## config.mk

```make
export PLATFORM = sky130hd
export DESIGN_NAME = cmx_select_regs
export DESIGN_NICKNAME = d
export VERILOG_FILES = /design/src/common/cmx_pkg.sv /design/src/hdl/cmx_decode.sv /design/src/hdl/cmx_select_regs.sv
export SDC_FILE = /design/constraint.sdc
export NUM_CORES = 1
export LEC_CHECK = 0
export BUFFER_PORTS_ARGS = -buffer_cell sky130_fd_sc_hd__buf_2
export CAP_MARGIN = 20
export CORE_MARGIN = 2
export CORE_UTILIZATION = 46
export CTS_CLUSTER_DIAMETER = 80
export CTS_CLUSTER_SIZE = 40
export DETAILED_ROUTE_END_ITERATION = 6
export PLACE_DENSITY = 0.95
export SETUP_SLACK_MARGIN = 0.02
export SYNTH_ARGS = -nofsm -noshare
export SYNTH_HDL_FRONTEND = slang
export SYNTH_SLANG_ARGS = --single-unit
```

## constraint.sdc

```tcl
create_clock -name CLK_I -period 2.16 [get_ports CLK_I]
set_clock_uncertainty 0.15 [all_clocks]
set_input_delay 0.108 -clock CLK_I [delete_from_list [all_inputs] [get_ports CLK_I]]
set_output_delay 0.108 -clock CLK_I [all_outputs]
set_load 0.005 [all_outputs]
```

## src/common/cmx_pkg.sv

```systemverilog
// Purpose: constants for the comparator input select register bank
// Assumes: 8-bit special-function register space, paged
// Notes:   channel-select lines are one-hot, bit index = channel code
`default_nettype none
package cmx_pkg;
  localparam int unsigned DATA_W  = 8;
  localparam int unsigned ADDR_W  = 8;
  localparam int unsigned PAGE_W  = 8;
  localparam int unsigned SEL_W   = 16;

  // register addresses and page
  localparam logic [7:0] SFR_PAGE_CMX      = 8'h00;
  localparam logic [7:0] ADDR_CMP1_SELECT  = 8'h9E;
  localparam logic [7:0] ADDR_CMP0_SELECT  = 8'h9F;

  // field layout
  localparam int unsigned NEG_LSB = 4;
  localparam int unsigned NEG_MSB = 7;
  localparam int unsigned POS_LSB = 0;
  localparam int unsigned POS_MSB = 3;

  // reset value: negative picks ground, positive picks main supply
  localparam logic [7:0] SELECT_RESET = 8'hFF;

  // negative side channel codes
  localparam logic [3:0] NEG_LAST_PIN   = 4'h6;
  localparam logic [3:0] CODE_TOUCH_REF = 4'hC;
  localparam logic [3:0] CODE_HALF_SUP  = 4'hD;
  localparam logic [3:0] NEG_CORE_SUP   = 4'hE;
  localparam logic [3:0] NEG_GROUND     = 4'hF;
  // positive side channel codes
  localparam logic [3:0] POS_LAST_PIN   = 4'h7;
  localparam logic [3:0] POS_BATT_SUP   = 4'hE;
  localparam logic [3:0] POS_MAIN_SUP   = 4'hF;

  typedef enum logic [1:0] {
    CMX_SIDE_NEG = 2'b01,
    CMX_SIDE_POS = 2'b10
  } cmx_side_e;
endpackage
`default_nettype wire

```

## src/hdl/cmx_decode.sv

```systemverilog
// Purpose: decode one 4-bit select field into one-hot channel lines
// Assumes: field is a stored register value on the same clock
// Notes:   reserved codes give an all-zero select word
`timescale 1ns/100ps
`default_nettype none
module cmx_decode
  import cmx_pkg::*;
(
  // field in
  input  wire logic [3:0]       field_i,
  input  wire cmx_side_e        side_i,
  // one-hot out
  output logic [SEL_W-1:0]      sel_o
);
  // does this code name a real channel on the given side
  function automatic logic code_valid(input logic [3:0] c,
                                      input cmx_side_e s);
    logic ok;
    ok = 1'b0;
    if (c >= CODE_TOUCH_REF)
      ok = 1'b1;
    else if (s == CMX_SIDE_NEG)
      ok = (c <= NEG_LAST_PIN);
    else
      ok = (c <= POS_LAST_PIN);
    return ok;
  endfunction

  // one-hot decode; both comparators share this table
  always_comb
  begin
    sel_o = '0;
    if (code_valid(field_i, side_i))
      sel_o[field_i] = 1'b1;
  end
endmodule
`default_nettype wire

```

## src/hdl/cmx_select_regs.sv

```systemverilog
// Purpose: comparator input select registers and their decoded selects
// Assumes: core drives single-cycle read/write strobes with the page
// Notes:   read data is registered one cycle after the read strobe
`timescale 1ns/100ps
`default_nettype none
// Function
// - Comparator-zero select register lives at 0x9F page 0x0, 8 bits RW.
// - Comparator-one select register lives at 0x9E page 0x0, 8 bits RW.
// - Bits 7:4 of the zero register choose its negative input.
// - Bits 3:0 of the zero register choose its positive input.
// - The one register has the same negative/positive field layout.
// - Negative codes 0-6 pick odd port pins; C touch, D half, E core, F gnd.
// - Positive codes 0-7 pick even port pins; C touch, D half, E bat, F main.
// - Code D on any field routes half the comparator supply.
// - Both registers reset to all ones.
// - Comparator one decodes with the same table, reserved codes included.
module cmx_select_regs
  import cmx_pkg::*;
(
  // clock and reset
  input  wire logic                 CLK_I,
  input  wire logic                 NRST_I,
  // special-function register port
  input  wire logic [PAGE_W-1:0]    SFR_PAGE_I,
  input  wire logic [ADDR_W-1:0]    SFR_ADDR_I,
  input  wire logic                 SFR_WR_I,
  input  wire logic                 SFR_RD_I,
  input  wire logic [DATA_W-1:0]    SFR_WDATA_I,
  output logic [DATA_W-1:0]         SFR_RDATA_O,
  output logic                      SFR_HIT_O,
  // analog multiplexer select lines, one-hot by code
  output logic [SEL_W-1:0]          CMP0_NEG_SEL_O,
  output logic [SEL_W-1:0]          CMP0_POS_SEL_O,
  output logic [SEL_W-1:0]          CMP1_NEG_SEL_O,
  output logic [SEL_W-1:0]          CMP1_POS_SEL_O
);
  logic [DATA_W-1:0] comparator0_input_select_ff;
  logic [DATA_W-1:0] comparator1_input_select_ff;
  logic [DATA_W-1:0] rdata_ff;
  logic              hit_ff;
  logic              page_ok;
  logic              sel0;
  logic              sel1;

  // address decode; other pages leave these registers alone
  assign page_ok = (SFR_PAGE_I == SFR_PAGE_CMX);
  assign sel0    = page_ok && (SFR_ADDR_I == ADDR_CMP0_SELECT);
  assign sel1    = page_ok && (SFR_ADDR_I == ADDR_CMP1_SELECT);

  // comparator zero select register, every bit stored as written
  always_ff @(posedge CLK_I or negedge NRST_I)
  begin
    if (!NRST_I)
      comparator0_input_select_ff <= SELECT_RESET;
    else if (SFR_WR_I && sel0)
      comparator0_input_select_ff <= SFR_WDATA_I;
  end

  // comparator one select register
  always_ff @(posedge CLK_I or negedge NRST_I)
  begin
    if (!NRST_I)
      comparator1_input_select_ff <= SELECT_RESET;
    else if (SFR_WR_I && sel1)
      comparator1_input_select_ff <= SFR_WDATA_I;
  end

  // registered read path; unmapped reads return zero with hit low
  always_ff @(posedge CLK_I or negedge NRST_I)
  begin
    if (!NRST_I)
    begin
      rdata_ff <= 8'h00;
      hit_ff   <= 1'b0;
    end
    else if (SFR_RD_I)
    begin
      hit_ff <= sel0 || sel1;
      if (sel0)
        rdata_ff <= comparator0_input_select_ff;
      else if (sel1)
        rdata_ff <= comparator1_input_select_ff;
      else
        rdata_ff <= 8'h00;
    end
  end

  assign SFR_RDATA_O = rdata_ff;
  assign SFR_HIT_O   = hit_ff;

  // field decoders; the selects follow the register with no extra delay
  // because the analog mux must settle before software samples
  cmx_decode u_dec0n (
    .field_i (comparator0_input_select_ff[NEG_MSB:NEG_LSB]),
    .side_i  (CMX_SIDE_NEG),
    .sel_o   (CMP0_NEG_SEL_O)
  );
  cmx_decode u_dec0p (
    .field_i (comparator0_input_select_ff[POS_MSB:POS_LSB]),
    .side_i  (CMX_SIDE_POS),
    .sel_o   (CMP0_POS_SEL_O)
  );
  cmx_decode u_dec1n (
    .field_i (comparator1_input_select_ff[NEG_MSB:NEG_LSB]),
    .side_i  (CMX_SIDE_NEG),
    .sel_o   (CMP1_NEG_SEL_O)
  );
  cmx_decode u_dec1p (
    .field_i (comparator1_input_select_ff[POS_MSB:POS_LSB]),
    .side_i  (CMX_SIDE_POS),
    .sel_o   (CMP1_POS_SEL_O)
  );

  // a write lands in the register one edge later
  AST_WR0: assert property (@(posedge CLK_I) disable iff (!NRST_I)
    SFR_WR_I && sel0 |=> comparator0_input_select_ff == $past(SFR_WDATA_I))
    else $error("cmp0 select write lost");
  AST_WR1: assert property (@(posedge CLK_I) disable iff (!NRST_I)
    SFR_WR_I && sel1 |=> comparator1_input_select_ff == $past(SFR_WDATA_I))
    else $error("cmp1 select write lost");
  // other addresses never disturb the registers
  AST_HOLD: assert property (@(posedge CLK_I) disable iff (!NRST_I)
    !(SFR_WR_I && (sel0 || sel1)) |=>
      $stable(comparator0_input_select_ff) &&
      $stable(comparator1_input_select_ff))
    else $error("select register changed without write");
  // ground on negative and main supply on positive after reset
  AST_RST: assert property (@(posedge CLK_I)
    $rose(NRST_I) |-> CMP0_NEG_SEL_O[NEG_GROUND] &&
      CMP0_POS_SEL_O[POS_MAIN_SUP] && CMP1_NEG_SEL_O[NEG_GROUND] &&
      CMP1_POS_SEL_O[POS_MAIN_SUP])
    else $error("reset selection wrong");
  // a written pin code on either field drives its own line and no other
  AST_NEG0: assert property (@(posedge CLK_I) disable iff (!NRST_I)
    SFR_WR_I && sel0 && SFR_WDATA_I[7:4] <= NEG_LAST_PIN |=>
      CMP0_NEG_SEL_O == (16'h0001 << $past(SFR_WDATA_I[7:4])))
    else $error("cmp0 negative pin decode wrong");
  AST_POS1: assert property (@(posedge CLK_I) disable iff (!NRST_I)
    SFR_WR_I && sel1 && SFR_WDATA_I[3:0] <= POS_LAST_PIN |=>
      CMP1_POS_SEL_O == (16'h0001 << $past(SFR_WDATA_I[3:0])))
    else $error("cmp1 positive pin decode wrong");
  AST_NEG1: assert property (@(posedge CLK_I) disable iff (!NRST_I)
    SFR_WR_I && sel1 && SFR_WDATA_I[7:4] <= NEG_LAST_PIN |=>
      CMP1_NEG_SEL_O == (16'h0001 << $past(SFR_WDATA_I[7:4])))
    else $error("cmp1 negative pin decode wrong");
  AST_POS0: assert property (@(posedge CLK_I) disable iff (!NRST_I)
    SFR_WR_I && sel0 && SFR_WDATA_I[3:0] <= POS_LAST_PIN |=>
      CMP0_POS_SEL_O == (16'h0001 << $past(SFR_WDATA_I[3:0])))
    else $error("cmp0 positive pin decode wrong");
  // internal references land on their own lines
  AST_TOUCH: assert property (@(posedge CLK_I) disable iff (!NRST_I)
    comparator0_input_select_ff[3:0] == CODE_TOUCH_REF |->
      CMP0_POS_SEL_O == 16'h1000)
    else $error("touch reference not selected");
  AST_CORE: assert property (@(posedge CLK_I) disable iff (!NRST_I)
    comparator0_input_select_ff[7:4] == NEG_CORE_SUP |->
      CMP0_NEG_SEL_O == 16'h4000)
    else $error("core supply not selected");
  // half-supply code reaches its line
  AST_HALF: assert property (@(posedge CLK_I) disable iff (!NRST_I)
    comparator1_input_select_ff[7:4] == CODE_HALF_SUP |->
      CMP1_NEG_SEL_O == 16'h2000)
    else $error("half supply not selected");
  // reserved negative code 7 selects nothing yet reads back
  AST_RSV: assert property (@(posedge CLK_I) disable iff (!NRST_I)
    comparator0_input_select_ff[7:4] == 4'h7 |-> CMP0_NEG_SEL_O == 16'h0000)
    else $error("reserved code drove a select");
  // positive codes 8 to B are reserved on comparator one as well
  AST_RSVP: assert property (@(posedge CLK_I) disable iff (!NRST_I)
    comparator1_input_select_ff[3] && !comparator1_input_select_ff[2] |->
      CMP1_POS_SEL_O == 16'h0000)
    else $error("reserved positive code drove a select");
  // register readback for comparator one
  AST_RD1: assert property (@(posedge CLK_I) disable iff (!NRST_I)
    SFR_RD_I && sel1 |=>
      SFR_RDATA_O == $past(comparator1_input_select_ff) && SFR_HIT_O)
    else $error("cmp1 readback wrong");
  // unmapped reads give zero and no hit
  AST_RDMISS: assert property (@(posedge CLK_I) disable iff (!NRST_I)
    SFR_RD_I && !sel0 && !sel1 |=> !SFR_HIT_O && SFR_RDATA_O == 8'h00)
    else $error("unmapped read answered");
  AST_RD: assert property (@(posedge CLK_I) disable iff (!NRST_I)
    SFR_RD_I && sel0 && !SFR_WR_I |=>
      SFR_RDATA_O == $past(comparator0_input_select_ff) && SFR_HIT_O)
    else $error("cmp0 readback wrong");
endmodule
`default_nettype wire

```

Yosys cells after proc, flatten, opt, wreduce, memory -nomap -nowiden
Index checks and enable logic that the tools add are counted.
{"block": "word_totals", "ff_bits": 25, "latch_bits": 0, "ram_bits": 0, "mem_bits_ro": 0, "inputBits": 28, "output_inout_bits": 73, "word_cells": 50, "memories": 0}
{"block": "classes", "n_addsub": 0, "mul": 0, "div": 0, "n_lt_le_gt_ge": 16, "n_eq_ne": 2, "shift": 0, "muxes": 18, "n_bitwise": 0, "n_reduce_logical": 10}
{"operator": "2-to-1 mux 16 bit", "count": 4}
{"operator": "less-than comparator 4 x 5 -> 1 bit, second input constant", "count": 4}
{"operator": "demux 1 bit (select 4 bit)", "count": 4}
{"operator": "== test 8 bit, second input constant", "count": 2}
{"operator": ">= comparator 4 x 1 -> 1 bit, second input constant", "count": 4}
{"operator": ">= comparator 4 bit, second input constant", "count": 4}
{"operator": "<= comparator 4 x 3 -> 1 bit, second input constant", "count": 4}
{"operator": "2-to-1 mux 8 bit", "count": 2}
{"operator": "logical AND 1 bit", "count": 8}
{"operator": "logical NOT 8 bit", "count": 1}
{"operator": "2-to-1 mux 1 bit", "count": 8}
{"operator": "logical OR 1 bit", "count": 1}

Longest topological paths before layout
Gate-level depths: netlist of run 1.
{"block": "depth", "ltp_word": 5, "ltp_mapped": 5, "mapped_depth_nobuf": 4}

Hierarchy
A second synthesis of run 1 with hierarchy kept.
{"block": "hier_totals", "hier_cells": 165, "area_unflattened_um2": 1631.6}
{"mod": "cmx_select_regs", "n_inst": 1, "cells_per_inst": 73, "area_each_um2": 1106.1, "seq_area_each_um2": 645.6}
{"mod": "cmx_decode", "n_inst": 4, "cells_per_inst": 23, "area_each_um2": 131.4, "seq_area_each_um2": 0.0}

Worst setup path after synthesis of run 1
Ideal clock, no wire load.
{"block": "synth_timing", "path_kind": "input port to flip-flop", "startpoint": "input port SFR_PAGE_I[2]", "endpoint": "register comparator1_input_select_ff[0]", "setup_time_ps": 82, "t_arrival_ps": 1304, "required_ps": 1928, "path_slack_ps": 624, "cell_stages": 4, "path_buffers": 0, "cell_sequence": "nor4b_2 > nand4_2 > nor3b_4 > mux2_2"}
{"block": "synth_via", "elab_chain_cells": 3}
{"item": "start: declaration", "line": "cmx_select_regs.sv:24", "text": "input wire logic [PAGE_W-1:0] SFR_PAGE_I,"}
{"item": "logical NOT 8 bit", "line": "cmx_select_regs.sv:46", "text": "assign page_ok = (SFR_PAGE_I == SFR_PAGE_CMX);"}
{"item": "logical AND 1 bit", "line": "cmx_select_regs.sv:48", "text": "assign sel1 = page_ok && (SFR_ADDR_I == ADDR_CMP1_SELECT);"}
{"item": "logical AND 1 bit", "line": "cmx_select_regs.sv:64", "text": "else if (SFR_WR_I && sel1)"}
{"item": "end signal: assignment", "line": "cmx_select_regs.sv:63", "text": "comparator1_input_select_ff <= SELECT_RESET;"}
{"item": "end signal: assignment", "line": "cmx_select_regs.sv:65", "text": "comparator1_input_select_ff <= SFR_WDATA_I;"}
{"item": "end: declaration", "line": "cmx_select_regs.sv:38", "text": "logic [DATA_W-1:0] comparator1_input_select_ff;"}
Every way passes these cells.
A chain may end at the register's enable or synchronous reset.

Worst setup path in the final report of run 1
{"block": "layout_timing", "startpoint": "register comparator1_input_select_ff[3]", "endpoint": "output port CMP1_POS_SEL_O[12]"}
{"block": "layout_via", "elab_chain_cells": 5, "word_cells_on_any_way": 9, "cone_classes": "order compare (4); mux (4); reduce/logical (1)"}
{"item": "less-than comparator 4 x 5 -> 1 bit (not written as such) / >= comparator 4 x 1 -> 1 bit (equally long branches)", "line": "cmx_decode.sv:34", "text": "sel_o[field_i] = 1'b1;"}
{"item": "logical AND 1 bit (not written as such)", "line": "cmx_decode.sv:34"}
{"item": "2-to-1 mux 1 bit (not written as such)", "line": "cmx_decode.sv:34"}
{"item": "demux 1 bit (select 4 bit)"}
{"item": "2-to-1 mux 16 bit *", "line": "cmx_decode.sv:33", "text": "if (code_valid(field_i, side_i))"}
{"item": "end: declaration", "line": "cmx_select_regs.sv:35", "text": "output logic [SEL_W-1:0] CMP1_POS_SEL_O"}
Every way passes the cells marked *; elsewhere a longest branch is shown, timed or not.

==> impl_results.md, run 1 <==
* RSZ-0062 raised after global routing: false
* Root Buffer: clkbuf_4
* Grt ovf at 0
* Synth top area share at 26.52%
* Vias in the first global route at 1253
* Antenna diodes at 0
* R2R Path Start: comparator1_input_select_ff[4]
* CTS tree: built
* Final WS setup at around 0.53 ns
* Post-DP HPWL at around 2.8 mm
* Least-Margin Pin Slew at 0.5309 ns
* CTS Buffer Depth at 2
* CP top delay family: flip-flops
* CP Class: reg2out
* Die span in y at 62.71 um
* Async S/R FF share, synth at 100.0%
* Fin crit period at about 1.6 ns
* Dominant synthesized flop cell: dfstp_2
* Hold_sp: SFR_ADDR_I[0]
* Leading cell types by count after synthesis: nor2_1, nor3_1, buf_4
* Setup TNS Final at 0 ns
* Worst path required time at 1.90 ns
* Row cnt at 21
* Status: finished clean
* Fillers at 283
* Initial core utilization at between 40% and 50%
* Initial antenna violation count at 0
* Power Density at 363.2 nW/um^2
* Worst min path class: in2reg
* Mapped Area at 1585 sq um
* Slew headroom at 64.61%
* Gates resized, CTS repair at 0
* Fmax at 0.6145 GHz
* Clock latency on the worst-skew pair at 0.31 ns
* Sequential area share after synthesis at 40.73%
* DRC violations left at 0
* MaxCap Viol Count at 0
* Initial DRC count at 28
* Final hold vios at 0
* Multi-input logic area at 822.0 sq um
* Synthesized instance count at 165
* Reg area at 645.6 sq um
* Avg Synthesized Cell Area at 9.608 sq um
* EDFF count, synth at 0
* Buf/Inv on CP at 1
* TritonCTS Buffers at 3
* Min Hold Slack at 0.1228 ns
* GRT Util Overall at 18.70%
* Crit share post-route at 75.35%
* First-pass DRT Iterations at 4
* Routed via count at 1421
* Crit path DAT at 1.37 ns
* CP Launch Point: comparator1_input_select_ff[3]
* Critical Path End Type: primary output
* Depth of the CTS H-tree at 1
* CP Cell Sequence: nand2_1, nor3_1, buf_2
* Layout cell share with drive strength beyond 1 at 49.60%
* Worst stage delay on the critical path at 0.64 ns
* Core Footprint at between 3000 and 4000 sq um
* CTS clk-pin slew, worst paths at 0.13 ns
* Synth top area cells: dfstp_2, dfrtp_1, mux2_2
* P_leak at 0.001054 uW
* Placed cell area at 1943 sq um
* DIE WIDTH at 62.71 um
* Clock sinks at 25
* I/O Buffers at 82
* Startpoint types: flop
* CP Max Fanout at 8
* Post-Route Utilization at 62.62%
* Area delta synth->final at 30.78%
* I/O pins at approximately 100
* Slowest CP cell: dfstp_2
* Die area at about 4000 sq um
* RePlAce Congestion at between 0.7 and 0.8
* Post-route cell area at 2073 sq um
* Max VDD drop at roughly 0.23 mV
* First-pass GRT wire length at 5.996 mm
* Detail Route Antenna Nets at 0
* Netlist cell types at 25
* Postcts setup bufs at 0
* Largest net degree at the start of global routing at 26
* Routed len/inst at 12.51 um
* Setup violators final at 0
* Count leader, synth: nor2_1
* Avg Vias per Cell at 4.801
* Drt total wl at between 3 and 4 mm
* Slew Viols, Final at 0
* Synth area leader: dfstp_2
* Final nets at around 280
* Hold-fix buffers, CTS at 10
* Place WS at ~0.36 ns
* Register bit total from synthesis at 25
* Synth Warn # at 0
## worst paths after layout
kind | slack, ns | end | cells past startpoint
max in group asynchronous | 1.35 | comparator1_input_select_ff[5] | 2
min reg2reg | 0.35 | SFR_RDATA_O[7] | 1
min | 0.12 | SFR_RDATA_O[0] | 3
min in group asynchronous | 0.13 | SFR_RDATA_O[6] | 2
max | 0.53 | CMP1_POS_SEL_O[12] | 3
max reg2reg | 1.03 | SFR_RDATA_O[4] | 2
## registers in the layout, summed over array words and instances (netlist names)
register	count
SFR_HIT_O	1
SFR_RDATA_O	8
comparator0_input_select_ff	8
comparator1_input_select_ff	8
## logic make-up after synthesis
logic type | after synthesis | synth area share (%)
DFF | 25 | 40.73
and+or+nand+nor | 76 | 26.44
muxes | 24 | 16.42
buffers and inverters | 30 | 11.44
other | 1 | 0.2366
AOI/OAI and AO/OA | 9 | 4.735
## cells in the final DEF, fill, tap and decap left out, types with 3 or more instances in the layout
| cell type | instances |
|---|---|
| buf_2 | 82 |
| clkbuf_4 | 3 |
| conb_1 | 18 |
| dfrtp_1 | 9 |
| dfstp_2 | 16 |
| dlygate4sd3_1 | 10 |
| mux2_2 | 16 |
| mux2i_1 | 8 |
| nand2_1 | 9 |
| nand2b_1 | 13 |
| nor2_1 | 23 |
| nor3_1 | 19 |
| nor4_1 | 4 |
| o2bb2ai_1 | 8 |
## routing by layer
metal | GRT usage [%] | part of all wire, %
met3 | 2.342 | 4.9
met2 | 33.74 | 50
met1 | 24.25 | 44
met4 | 3.333 | 0.41
met5 | 0 | 0
## worst reg2reg max path, cell delays in order, from the launching register on
cell and delay (ns):
dfstp_2 0.64, mux2i_1 0.09, o2bb2ai_1 0.18
## cell type report
class,instances,share of cell area (%)
sequential,25,31.14
inverter,2,0.3621
clock inverter,1,0.3621
tap,46,2.776
clock buffer,3,1.086
multi-input combinational,127,39.65
timing repair buffer,92,24.62
## power by group
group	total, uW	leakage (uW)	switching (uW)	internal (uW)
sequential	470	0.000291	0.227	470
clock	208	0.0000139	137	70.7
combinational	74.6	0.000749	38.7	35.9
total	753	0.00105	176	577
## stage by stage
| step | std cells | total power, uW |
|---|---|---|
| finish | 296 | 752.9 |
| floorplan | 182 | 522.5 |
| global placement | 282 | 535.8 |
| global route | 296 | 780.4 |
| detailed placement | 282 | 537.8 |
| CTS | 296 | 756.7 |
Power figures use the tool's default switching activity.
==> run 2, diff against run 1 <==
Settings changed: CORE_UTILIZATION 46 to 42, PLACE_DENSITY 0.95 to 0.88.
Clock period 2.16 ns to 1.6 ns, I/O delays scaled along.
==> impl_results.md, run 2 (same netlist as run 1, synthesis figures left out) <==
* Status: finished clean (unchanged)
* GRT Util Overall at 19.34% (was 18.70%)
* Finished Layout Cells at 321 (was 296)
* Initial core utilization at 43.63% (was 47.88%)
* Final hold vios at 0 (unchanged)
* Largest net degree at the start of global routing at 26 (unchanged)
* Setup violators final at 0 (unchanged)
* Placed cell area at 1976 sq um (was 1943 sq um)
* Area delta synth->final at 45.94% (was 30.78%)
* Startpoint types: flop (unchanged)
* First-pass DRT Iterations at 4 (unchanged)
* CTS clk-pin slew, worst paths at 0.09 ns (was 0.13 ns)
* R2R Path Start: comparator1_input_select_ff[4] (unchanged)
* Crit share post-route at 96.35%
* CP Max Fanout at 8 (unchanged)
* Depth of the CTS H-tree at 1 (unchanged)
* MaxCap Viol Count at 0 (unchanged)
* Dpl cells at 288 (was 282)
* RePlAce Congestion at 0.8072 (was 0.7841)
* Buf/Inv on CP at 1 (unchanged)
* Commonest non-fill, non-tap cell in the layout: buf_2 (unchanged)
* Power Density at 485.1 nW/um^2 (was 363.2 nW/um^2)
* Drt total wl at 4.293 mm (was 3.702 mm)
* CP top delay family: flip-flops (unchanged)
* Slew headroom at 64.10% (was 64.61%)
* Max VDD drop at 0.5131 mV (was 0.2259 mV)
* Critical Path End Type: primary output (unchanged)
* Root Buffer: clkbuf_8 (was clkbuf_4)
* Worst stage delay on the critical path at 0.62 ns (was 0.64 ns)
* CP Launch Point: comparator1_input_select_ff[1] (was comparator1_input_select_ff[3])
* First-pass GRT wire length at 6.430 mm (was 5.996 mm)
* Core Footprint at 3633 sq um (was 3311 sq um)
* Worst path required time at 1.37 ns (was 1.90 ns)
* Fin crit period at 1.542 ns
* Fmax at 0.6487 GHz
* WHS Path Cells at 3 (unchanged)
* Row cnt at 22 (was 21)
* Slowest CP cell: dfstp_2 (unchanged)
* Leading cell types in the layout, fill and taps excluded: buf_2, nor2_1, buf_4 (was buf_2, nor2_1, nor3_1)
* Post-route cell area at 2313 sq um (was 2073 sq um)
* Setup TNS Final at 0 ns (unchanged)
* I/O Buffers at 82 (unchanged)
* Clock sinks at 25 (unchanged)
* Slew Viols, Final at 0 (unchanged)
* CTS tree: built (unchanged)
* Worst Hold Path EP: SFR_RDATA_O[0] (unchanged)
* Crit path DAT at 1.31 ns (was 1.37 ns)
* DIE WIDTH at 65.44 um (was 62.71 um)
* Detail Route Antenna Nets at 0 (unchanged)
* DRC violations left at 0 (unchanged)
* CP Cell Sequence: nand2_1, nor3_1, buf_2 (unchanged)
* Vias in the first global route at 1422 (was 1253)
* PnR Total Power at 1122 uW (was 752.9 uW)
* Final WS setup at 0.05837 ns (was 0.5325 ns)
* Avg Vias per Cell at 4.832 (was 4.801)
* Reg2reg end: SFR_RDATA_O[4] (unchanged)
* Place WS at -0.04900 ns (was 0.3575 ns)
* Routed len/inst at 13.37 um (was 12.51 um)
* TritonCTS Buffers at 3 (unchanged)
* Grt ovf at 0 (unchanged)
* CP Class: reg2out (unchanged)
* Setup slack, reg-to-reg at 0.40 ns (was 1.03 ns)
* CTS Buffer Depth at 2 (unchanged)
* Least-Margin Pin Slew at 0.5384 ns (was 0.5309 ns)
* Initial DRC count at 44 (was 28)
* Die span in y at 65.44 um (was 62.71 um)
* Post-DP HPWL at 2.853 mm (was 2.828 mm)
* Antenna diodes at 0 (unchanged)
* Final nets at 302 (was 279)
* Initial antenna violation count at 0 (unchanged)
* Layout cell share with drive strength beyond 1 at 57.14% (was 49.60%)
* Clock latency on the worst-skew pair at 0.28 ns (was 0.31 ns)
* I/O pins at 101 (unchanged)
* Die area at 4282 sq um (was 3932 sq um)
* Worst r2r path cells at 3 (was 2)
* Worst min path class: in2reg (unchanged)
* RSZ-0062 raised after global routing: true (was false)
* Fillers at 312 (was 283)
* Hold_sp: SFR_ADDR_I[0] (unchanged)
* Routed via count at 1551 (was 1421)
* P_leak at 0.001223 uW (was 0.001054 uW)
run 2: cell count changes in the layout (fill, tap and decap cells not counted):
cell,before,now
buf_4,0,22
nor3_1,19,12
nor3_2,0,7
clkbuf_4,3,0
clkbuf_8,0,3
clkbuf_2,0,1
nand2b_1,13,12
nand2b_4,0,1
nor4_1,4,3
nor4_2,0,1
run 2: worst min-delay path, stage by stage:
cell and delay (ns):
buf_2 0.21, mux2i_1 0.17, o2bb2ai_1 0.07
run 2: area by class of cell:
| class | instances | area (sq um) | area share, % |
|---|---|---|---|
| timing repair buffer | 115 | 680.7 | 29.42 |
| tap | 48 | 60.06 | 2.596 |
| sequential | 25 | 645.6 | 27.91 |
| inverter | 2 | 7.507 | 0.3245 |
| clock inverter | 1 | 7.507 | 0.3245 |
| clock buffer | 3 | 41.29 | 1.785 |
| multi-input combinational | 127 | 870.8 | 37.64 |
run 2: routing by layer:
metal	up-vias	global-route usage (%)	wire length, um
met5	-	0	0
met1	735	21.07	1642
met2	68	37.24	2358
met3	4	3.596	265
met4	0	6.250	26
li1	744	-	-
run 2: metrics by stage:
stage          hold slack (ns)  utilization (%)
6_report                0.1525            63.67
5_1_grt                 0.1693            63.67
4_1_cts                 0.1411            58.47
3_5_place_dp          -0.05598            54.37
3_3_place_gp          -0.06743            54.37
2_1_floorplan          -0.3656                -
run 2: timing repair:
item,CTS,global route
resized for setup,0,10
hold buffers,10,0
setup endpoints to repair,0,19
buffers inserted,0,19
endpoints found under the hold margin,42,0
run 2: where the power goes:
group	internal (uW)	switching (uW)	total, uW
registers	634	0.285	634
clock network	177	208	385
logic	50.4	53.0	103
run 2: how the worst max path moves through the flow:
stage / to / cells past startpoint
3_5_place_dp: comparator1_input_select_ff[0] / 6
2_1_floorplan: comparator1_input_select_ff[0] / 4
3_3_place_gp: comparator1_input_select_ff[4] / 6
5_1_grt: CMP1_POS_SEL_O[1] / 3
4_1_cts: CMP1_POS_SEL_O[4] / 3
6_report: CMP1_POS_SEL_O[3] / 3
